$ cat config.mk
export PLATFORM = sky130hd
export DESIGN_NAME = ccg_top
export DESIGN_NICKNAME = d
export VERILOG_FILES = /design/src/logic/ccg_pkg.sv /design/src/logic/ccg_divider.sv /design/src/logic/ccg_top.sv
export SDC_FILE = /design/constraint.sdc
export NUM_CORES = 1
export LEC_CHECK = 0
export BUFFER_PORTS_ARGS = -buffer_cell sky130_fd_sc_hd__buf_4
export CELL_PAD_IN_SITES_DETAIL_PLACEMENT = 1
export CELL_PAD_IN_SITES_GLOBAL_PLACEMENT = 2
export CORE_MARGIN = 3
export CORE_UTILIZATION = 31
export CTS_CLUSTER_SIZE = 14
export DETAILED_ROUTE_END_ITERATION = 6
export GPL_ROUTABILITY_DRIVEN = 0
export PLACE_DENSITY_LB_ADDON = 0.05
export SYNTH_ARGS = -nofsm -noshare
export SYNTH_HDL_FRONTEND = slang
export SYNTH_SLANG_ARGS = --single-unit
$ cat constraint.sdc
create_clock -name core_clk -period 2.2 [get_ports core_clk]
set_input_delay 0.44 -clock core_clk [delete_from_list [all_inputs] [get_ports core_clk]]
set_output_delay 0.44 -clock core_clk [all_outputs]
set_load 0.005 [all_outputs]
$ cat src/logic/ccg_pkg.sv
// Package of constants and types for the CPU clock generator control
// ============================================================
// Overview of operation
// - Reset clears both select registers to zero
// - Four main-clock CPU rates from speed field
// - Sub clock selected: CPU runs at sub/4
// - STOP only on main clock; HALT always
// - Oscillator-stop bit acts only on sub clock
// - STOP sets bit 3, HALT sets bit 2
// - Standby release clears both standby bits
// - Nibble write updates speed field, standby zero
// - STOP and HALT ignore bank enable flag
// - Bits 0 and 3 change by bit access
// - Oscillator-stop bit grounds main oscillator input
// - Divided clocks to peripherals, sub to watch
// - Old clock persists for switching delay
package ccg_pkg;

    // ============================================================
    // Register fields
    localparam int SPD_LO      = 0;
    localparam int SPD_HI      = 1;
    localparam int HALT_BIT    = 2;
    localparam int STOP_BIT    = 3;
    localparam int SRC_BIT     = 0;
    localparam int OSCOFF_BIT  = 3;
    localparam logic [3:0] REG_RST = 4'h0;

    // ============================================================
    // Speed codes, main-clock divide ratios and the sub-clock ratio
    localparam logic [1:0] SPD_64 = 2'h0;
    localparam logic [1:0] SPD_16 = 2'h1;
    localparam logic [1:0] SPD_8  = 2'h2;
    localparam logic [1:0] SPD_4  = 2'h3;
    localparam logic [6:0] DIV_64 = 7'h40;
    localparam logic [6:0] DIV_16 = 7'h10;
    localparam logic [6:0] DIV_8  = 7'h08;
    localparam logic [6:0] DIV_4  = 7'h04;
    localparam logic [6:0] DIV_SUB = 7'h04;

    // ============================================================
    // Switching delays in machine cycles
    localparam logic [5:0] SW_SUB_CYC = 6'h20;
    localparam logic [5:0] SW_ONE_CYC = 6'h01;

    // ============================================================
    // Bit-access command from the CPU core
    typedef struct packed {
        logic       wr_nib;
        logic       bit_set;
        logic       bit_clr;
        logic       sel_scc;
        logic [1:0] bit_idx;
        logic [3:0] data;
    } ccg_cmd_s;

    typedef enum logic [2:0] {
        ST_RUN  = 3'b001,
        ST_HALT = 3'b010,
        ST_STOP = 3'b100
    } ccg_state_e;

endpackage

$ cat src/logic/ccg_divider.sv
// Tick divider that gates a clock enable by a selectable ratio
`timescale 1ns/1ns
module ccg_divider #(
    parameter int W = 7
) (
    input  wire logic         core_clk,
    input  wire logic         sys_rst,
    input  wire logic         ce,
    input  wire logic         src_tick,
    input  wire logic [W-1:0] ratio,
    output logic              tick
);
    logic [W-1:0] cnt_r;
    logic [W-1:0] cnt_nxt;
    logic         tick_r;
    logic         tick_nxt;

    assign tick = tick_r;

    // ============================================================
    // Count source ticks; one output tick per ratio source ticks
    always_comb begin
        cnt_nxt  = cnt_r;
        tick_nxt = 1'b0;
        if (src_tick) begin
            if (cnt_r >= ratio - W'(1)) begin
                cnt_nxt  = '0;
                tick_nxt = 1'b1;
            end else begin
                cnt_nxt = cnt_r + W'(1);
            end
        end
    end

    always_ff @(posedge core_clk) begin
        if (sys_rst) begin
            cnt_r  <= '0;
            tick_r <= 1'b0;
        end else if (ce) begin
            cnt_r  <= cnt_nxt;
            tick_r <= tick_nxt;
        end
    end
endmodule

$ cat src/logic/ccg_top.sv
// CPU clock generator control: select registers, standby, clock enables
`timescale 1ns/1ns
module ccg_top (
    core_clk,
    sys_rst,
    ce,
    main_osc_tick_pin,
    sub_osc_tick_pin,
    cmd_valid,
    cmd,
    stop_exec,
    halt_exec,
    standby_release,
    bank_enable_flag,
    cpu_clock_speed_and_standby,
    system_clock_source_select,
    cpu_tick,
    periph_tick,
    watch_tick,
    main_osc_stopped,
    main_osc_input_gnd,
    halt_mode,
    stop_mode,
    switching
);
    input  wire logic            core_clk;
    input  wire logic            sys_rst;
    input  wire logic            ce;
    input  wire logic            main_osc_tick_pin;
    input  wire logic            sub_osc_tick_pin;
    input  wire logic            cmd_valid;
    input  wire ccg_pkg::ccg_cmd_s cmd;
    input  wire logic            stop_exec;
    input  wire logic            halt_exec;
    input  wire logic            standby_release;
    input  wire logic            bank_enable_flag;
    output logic [3:0]           cpu_clock_speed_and_standby;
    output logic [3:0]           system_clock_source_select;
    output logic                 cpu_tick;
    output logic                 periph_tick;
    output logic                 watch_tick;
    output logic                 main_osc_stopped;
    output logic                 main_osc_input_gnd;
    output logic                 halt_mode;
    output logic                 stop_mode;
    output logic                 switching;

    // ============================================================
    // Pin synchronisers and edge detect
    logic [2:0] main_sy_r;
    logic [2:0] sub_sy_r;
    logic       main_edge;
    logic       sub_edge;

    always_ff @(posedge core_clk) begin
        if (sys_rst) begin
            main_sy_r <= 3'h0;
            sub_sy_r  <= 3'h0;
        end else if (ce) begin
            main_sy_r <= {main_sy_r[1:0], main_osc_tick_pin};
            sub_sy_r  <= {sub_sy_r[1:0], sub_osc_tick_pin};
        end
    end

    // Edge looks only at stages two and three, never the first flop
    assign main_edge = main_sy_r[1] & ~main_sy_r[2];
    assign sub_edge  = sub_sy_r[1] & ~sub_sy_r[2];

    // ============================================================
    // Registers and standby state
    logic [3:0]          pcc_r;
    logic [3:0]          pcc_nxt;
    logic [3:0]          scc_r;
    logic [3:0]          scc_nxt;
    ccg_pkg::ccg_state_e st_r;
    ccg_pkg::ccg_state_e st_nxt;
    logic [1:0]          spd_act_r;
    logic [1:0]          spd_act_nxt;
    logic                src_act_r;
    logic                src_act_nxt;
    logic [5:0]          sw_cnt_r;
    logic [5:0]          sw_cnt_nxt;
    logic                main_stopped;
    logic                cyc_tick;

    function automatic logic [6:0] div_of(input logic [1:0] spd);
        case (spd)
            ccg_pkg::SPD_64: div_of = ccg_pkg::DIV_64;
            ccg_pkg::SPD_16: div_of = ccg_pkg::DIV_16;
            ccg_pkg::SPD_8:  div_of = ccg_pkg::DIV_8;
            default:         div_of = ccg_pkg::DIV_4;
        endcase
    endfunction

    always_comb begin
        pcc_nxt     = pcc_r;
        scc_nxt     = scc_r;
        st_nxt      = st_r;
        spd_act_nxt = spd_act_r;
        src_act_nxt = src_act_r;
        sw_cnt_nxt  = sw_cnt_r;
        // Register writes; bank flag not consulted
        if (cmd_valid && cmd.wr_nib && !cmd.sel_scc) begin
            pcc_nxt = {2'b00, cmd.data[ccg_pkg::SPD_HI:ccg_pkg::SPD_LO]};
        end
        if (cmd_valid && cmd.sel_scc && (cmd.bit_set || cmd.bit_clr)) begin
            // One bit per access, so bits 0 and 3 never change together
            if (cmd.bit_idx == 2'(ccg_pkg::SRC_BIT) ||
                cmd.bit_idx == 2'(ccg_pkg::OSCOFF_BIT)) begin
                scc_nxt[cmd.bit_idx] = cmd.bit_set;
            end
        end
        // Standby entry: STOP refused on sub clock
        if (st_r == ccg_pkg::ST_RUN) begin
            if (stop_exec && !src_act_r) begin
                pcc_nxt[ccg_pkg::STOP_BIT] = 1'b1;
                st_nxt = ccg_pkg::ST_STOP;
            end else if (halt_exec) begin
                pcc_nxt[ccg_pkg::HALT_BIT] = 1'b1;
                st_nxt = ccg_pkg::ST_HALT;
            end
        end else if (standby_release) begin
            pcc_nxt[ccg_pkg::STOP_BIT] = 1'b0;
            pcc_nxt[ccg_pkg::HALT_BIT] = 1'b0;
            st_nxt = ccg_pkg::ST_RUN;
        end
        // Old clock kept until delay ends
        if (sw_cnt_r != 6'h00) begin
            if (cyc_tick) begin
                sw_cnt_nxt = sw_cnt_r - 6'h01;
            end
            if (sw_cnt_r == 6'h01 && cyc_tick) begin
                spd_act_nxt = pcc_r[ccg_pkg::SPD_HI:ccg_pkg::SPD_LO];
                src_act_nxt = scc_r[ccg_pkg::SRC_BIT];
            end
        end else if (pcc_r[ccg_pkg::SPD_HI:ccg_pkg::SPD_LO] != spd_act_r ||
                     scc_r[ccg_pkg::SRC_BIT] != src_act_r) begin
            sw_cnt_nxt = (scc_r[ccg_pkg::SRC_BIT] && !src_act_r) ?
                         ccg_pkg::SW_SUB_CYC : ccg_pkg::SW_ONE_CYC;
        end
    end

    always_ff @(posedge core_clk) begin
        if (sys_rst) begin
            pcc_r     <= ccg_pkg::REG_RST;
            scc_r     <= ccg_pkg::REG_RST;
            st_r      <= ccg_pkg::ST_RUN;
            spd_act_r <= ccg_pkg::SPD_64;
            src_act_r <= 1'b0;
            sw_cnt_r  <= 6'h00;
        end else if (ce) begin
            pcc_r     <= pcc_nxt;
            scc_r     <= scc_nxt;
            st_r      <= st_nxt;
            spd_act_r <= spd_act_nxt;
            src_act_r <= src_act_nxt;
            sw_cnt_r  <= sw_cnt_nxt;
        end
    end

    // ============================================================
    // Main oscillator stop: bit 3 only on sub clock, or STOP mode
    assign main_stopped = (scc_r[ccg_pkg::OSCOFF_BIT] && src_act_r) ||
                          st_r == ccg_pkg::ST_STOP;

    // ============================================================
    // Clock enables: sub clock ignores speed field
    logic       main_ok;
    logic       cpu_src;
    logic [6:0] cpu_ratio;
    logic       cpu_div_tick;
    logic       per_div_tick;

    assign main_ok   = main_edge && !main_stopped;
    assign cpu_src   = src_act_r ? sub_edge : main_ok;
    assign cpu_ratio = src_act_r ? ccg_pkg::DIV_SUB : div_of(spd_act_r);
    assign cyc_tick  = cpu_div_tick;

    ccg_divider #(.W(7)) u_cpu_div (
        .core_clk (core_clk),
        .sys_rst  (sys_rst),
        .ce       (ce),
        .src_tick (cpu_src),
        .ratio    (cpu_ratio),
        .tick     (cpu_div_tick)
    );

    // Peripherals run from main clock / 4; dead once main stops
    ccg_divider #(.W(7)) u_per_div (
        .core_clk (core_clk),
        .sys_rst  (sys_rst),
        .ce       (ce),
        .src_tick (main_ok),
        .ratio    (ccg_pkg::DIV_4),
        .tick     (per_div_tick)
    );

    // ============================================================
    // Output registers
    always_ff @(posedge core_clk) begin
        if (sys_rst) begin
            cpu_tick           <= 1'b0;
            periph_tick        <= 1'b0;
            watch_tick         <= 1'b0;
            main_osc_stopped   <= 1'b0;
            main_osc_input_gnd <= 1'b0;
            halt_mode          <= 1'b0;
            stop_mode          <= 1'b0;
            switching          <= 1'b0;
        end else if (ce) begin
            // CPU frozen in either standby mode
            cpu_tick           <= cpu_div_tick &&
                                  st_r == ccg_pkg::ST_RUN;
            periph_tick        <= per_div_tick;
            watch_tick         <= sub_edge;
            main_osc_stopped   <= main_stopped;
            main_osc_input_gnd <= main_stopped;
            halt_mode          <= st_r == ccg_pkg::ST_HALT;
            stop_mode          <= st_r == ccg_pkg::ST_STOP;
            switching          <= sw_cnt_r != 6'h00;
        end
    end

    assign cpu_clock_speed_and_standby = pcc_r;
    assign system_clock_source_select  = scc_r;

    // bank_enable_flag deliberately unused
    logic unused_bank;
    assign unused_bank = bank_enable_flag;
endmodule

==> qor_table.md <==
| Item | Value | Unit |
|---|---|---|
| Result of the run | finished, violations left | - |
| Violated checks | negative setup slack | - |
| Via count of the first global-routing pass | 2103 | - |
| Share of post-route cells with drive strength above 1 | 24.5 | % |
| Synth unique cells | 54 | - |
| Crit path setup slack, layout | -0.00545 | ns |
| Fraction of synthesized area in multiplexers | 7.33 | % |
| Largest net degree at the start of global routing | 45 | - |
| Remaining DRCs | 0 | - |
| Synth Cell Area | 0.00246 | mm^2 |
| Most common library cell in the layout ignoring fill and taps | sky130_fd_sc_hd__dfxtp_1 | - |
| Post-synthesis sequential area ratio | 39.9 | % |
| Clock tree from TritonCTS | built | - |
| Hold Buf Count CTS | 0 | - |
| Post-synthesis adder-cell area fraction | 7.63 | % |
| Wire length of the first global-routing pass | 10.2 | mm |
| Upper clock frequency limit | 453 | MHz |
| Total negative slack | -0.00545 | ns |
| Setup repair after global routing missed its margin | yes | - |
| LEAKAGE | 0.00126 | uW |
| Part of the cycle the worst path needs | 100 | % |
| Clock input transition at the sequential cells of the worst setup and hold paths | 0.09 | ns |
| Mapped Nets | 317 | - |
| Area growth from synthesis to layout | 23.7 | % |
| Floorplan die width | 95.1 | um |
| Headroom to the max-slew limit | 67.0 | % |
| Drt pass-1 iters | 4 | - |
| Vert. Die Dim | 95.1 | um |
| Count of flip-flops with a built-in enable after synthesis | 0 | - |
| Routed vias/inst | 4.98 | - |
| Post-synthesis simple-gate area fraction | 24.5 | % |
| Post-synthesis average cell area | 8.72 | um^2 |
| Slew @ Worst Pin | 0.495 | ns |
| Core area | 0.00749 | mm^2 |
| Number of max-cap violations | 0 | - |
| Shortest clock period the worst path allows after layout | 2.21 | ns |
| Synth Area in Compound Gates | 13.7 | % |
| Total power density per cell area | 552 | mW/mm^2 |
| Post-place setup slack | 0.00203 | ns |
| Placed wire-length estimate | 4.24 | mm |
| Clock latency on the worst-skew pair | 0.31 | ns |
| TritonCTS Sinks | 49 | - |
| Longest Clk Path Bufs | 2 | - |
| Clock root cell | sky130_fd_sc_hd__clkbuf_8 | - |
| All-layer global routing usage | 14.2 | % |
| Initial core utilization | 32.8 | % |
| Via count | 2103 | - |
| Global-route congestion overflow total | 0 | - |
| Setup Skew | 0.00790 | ns |
| Endpoint kind of the worst setup timing path | register | - |
| Leading register cell type out of synthesis | sky130_fd_sc_hd__dfxtp_1 | - |
| Kind of start point of the critical path | register | - |
| Die footprint | 0.00904 | mm^2 |
| CP Data Required Time | 2.38 | ns |
| Parity-gate share of the synthesized area counting xor and xnor cells | 2.14 | % |
| Synthesized instance count | 282 | - |
| Depth of the CTS H-tree | 2 | - |
| Path category of the worst min-delay check | in2reg | - |
| Final Max Slew Viols | 0 | - |
| Wire per inst | 14.2 | um |
| Count of input and output buffers | 32 | - |
| Startpoint-to-endpoint class of the critical path | reg2reg | - |
| Number of cell rows | 31 | - |
| Top library cells by usage in the layout, fill and taps aside | sky130_fd_sc_hd__dfxtp_1 (46), sky130_fd_sc_hd__buf_4 (44), sky130_fd_sc_hd__nor2_1 (39) | - |
| Num CTS Buffers | 5 | - |
| Antenna Nets Post-Route | 0 | - |
| Diodes inserted | 0 | - |
| Core occupancy in the finished layout | 40.6 | % |
| I/O pin count | 36 | - |
| Count of yosys warnings during synthesis | 0 | - |
| Max rail drop VDD | 0.000235 | V |
| Biggest fanout along the worst timing path | 6 | - |
| Endpoint arrival time on the critical path | 2.39 | ns |
| Overall routed net length | 5.99 | mm |
| Largest family of logic cells by synthesized area | simple AND/OR/NAND/NOR gates | - |
| Share of async-settable or async-resettable flops after synthesis | 0 | % |
| Final Hold Fails | 0 | - |
| Number of antenna violations at the first check in global routing | 0 | - |
| Number of DRC markers in iteration 0 | 43 | - |
| Number of nets in the final layout | 357 | - |
| Yosys reg bits | 49 | - |
| Final setup violating endpoints | 1 | - |
-- final cells by class --
type,count,area [um^2]
sequential,49,990
inverter,10,37.5
timing repair buffer,47,364
multi-input combinational,209,1440
clock buffer,6,72.6
tap,99,124
fill,891,4450
clock inverter,2,15.0
-- cells by family (layout without fill, tap and decap cells) --
| family | count (synthesis) | count (layout) |
|---|---|---|
| fa+ha+maj | 15 | 15 |
| simple gates | 121 | 121 |
| xor+xnor | 6 | 6 |
| buf+inv | 24 | 65 |
| flops | 49 | 49 |
| mux | 18 | 18 |
| compound gates | 49 | 49 |
-- final timing paths --
path / startpoint / endpoint / slack [ns] / cells past startpoint
max: spd_act_r[1]$_SDFFE_PP0P_ / u_cpu_div.tick$_SDFFE_PP0P_ / -0.005 / 8
min: cmd[0] / cpu_clock_speed_and_standby[0]$_SDFFE_PP0P_ / 0.36 / 3
max reg2reg: spd_act_r[1]$_SDFFE_PP0P_ / u_cpu_div.tick$_SDFFE_PP0P_ / -0.005 / 8
min reg2reg: system_clock_source_select[1]$_SDFFE_PP0P_ / system_clock_source_select[1]$_SDFFE_PP0P_ / 0.46 / 2
-- critical path, cell delays in order (launching register included) --
cell and delay, ns:
sky130_fd_sc_hd__dfxtp_4 0.37, sky130_fd_sc_hd__or3_4 0.39, sky130_fd_sc_hd__xor2_2 0.18, sky130_fd_sc_hd__ha_1 0.31, sky130_fd_sc_hd__buf_4 0.15, sky130_fd_sc_hd__a221oi_4 0.32
sky130_fd_sc_hd__buf_6 0.18, sky130_fd_sc_hd__a2bb2oi_2 0.13, sky130_fd_sc_hd__nor2_1 0.05
-- through the flow --
| stage | area, um^2 | cells | hold slack, ns | total power, uW |
|---|---|---|---|---|
| floorplan | 2460 | 282 | 0.445 | 1060 |
| global placement | 2820 | 409 | 0.446 | 1140 |
| detailed placement | 2820 | 409 | 0.449 | 1140 |
| CTS | 2950 | 420 | 0.353 | 1710 |
| global route | 3040 | 422 | 0.374 | 1780 |
| finish | 3040 | 422 | 0.363 | 1680 |
-- synthesized netlist by cell type (all sizes together) (3+ instances only) --
cell	instances	share of area, %
xor2	3	1.1
nor3b	3	0.92
and3	4	1.0
buf	9	2.4
nand2	32	5.0
inv	10	1.5
mux2i	18	7.3
nor4	3	1.4
dfxtp	49	40
a21oi	15	3.1
nand3	14	2.8
nor2b	5	1.3
o21ai	8	1.6
a41oi	3	1.1
ha	15	7.6
nor3	4	0.81
xnor2	3	1.1
nor2	40	6.1
clkbuf	5	0.81
a32oi	4	1.7
nand4	3	0.76
a31oi	4	1.0
-- routing by layer --
metal	track usage [%]	part of all wire (%)	up-vias
met1	18.6	49	997
met2	23.5	47	21
met3	2.76	3.0	7
li1	-	-	1078
met4	4.69	1.2	0
met5	0	0	-
-- flip-flops by register name, summed over array words and instances, names as in the netlist --
signal                       flops
u_cpu_div.cnt_r                  7
u_per_div.cnt_r                  7
sw_cnt_r                         6
cpu_clock_speed_and_standby      4
system_clock_source_select       4
main_sy_r                        3
st_r                             3
sub_sy_r                         3
spd_act_r                        2
cpu_tick                         1
halt_mode                        1
main_osc_input_gnd               1
periph_tick                      1
src_act_r                        1
stop_mode                        1
switching                        1
u_cpu_div.tick                   1
u_per_div.tick                   1
watch_tick                       1
-- what timing repair did --
item / in CTS / in global routing
endpoints found under the setup margin: 1 / 8
pin swaps: 4 / 12
gates cloned: 1 / 0
gates resized for setup: 7 / 17
buffers inserted: 2 / 2
-- report_power, final --
group,total [uW],internal [uW],switching (uW)
Combinational,196,92.7,103
Sequential,934,909,25.8
Clock,549,225,324
Total,1680,1230,453
Note: power is estimated with default switching activity, not from simulation.
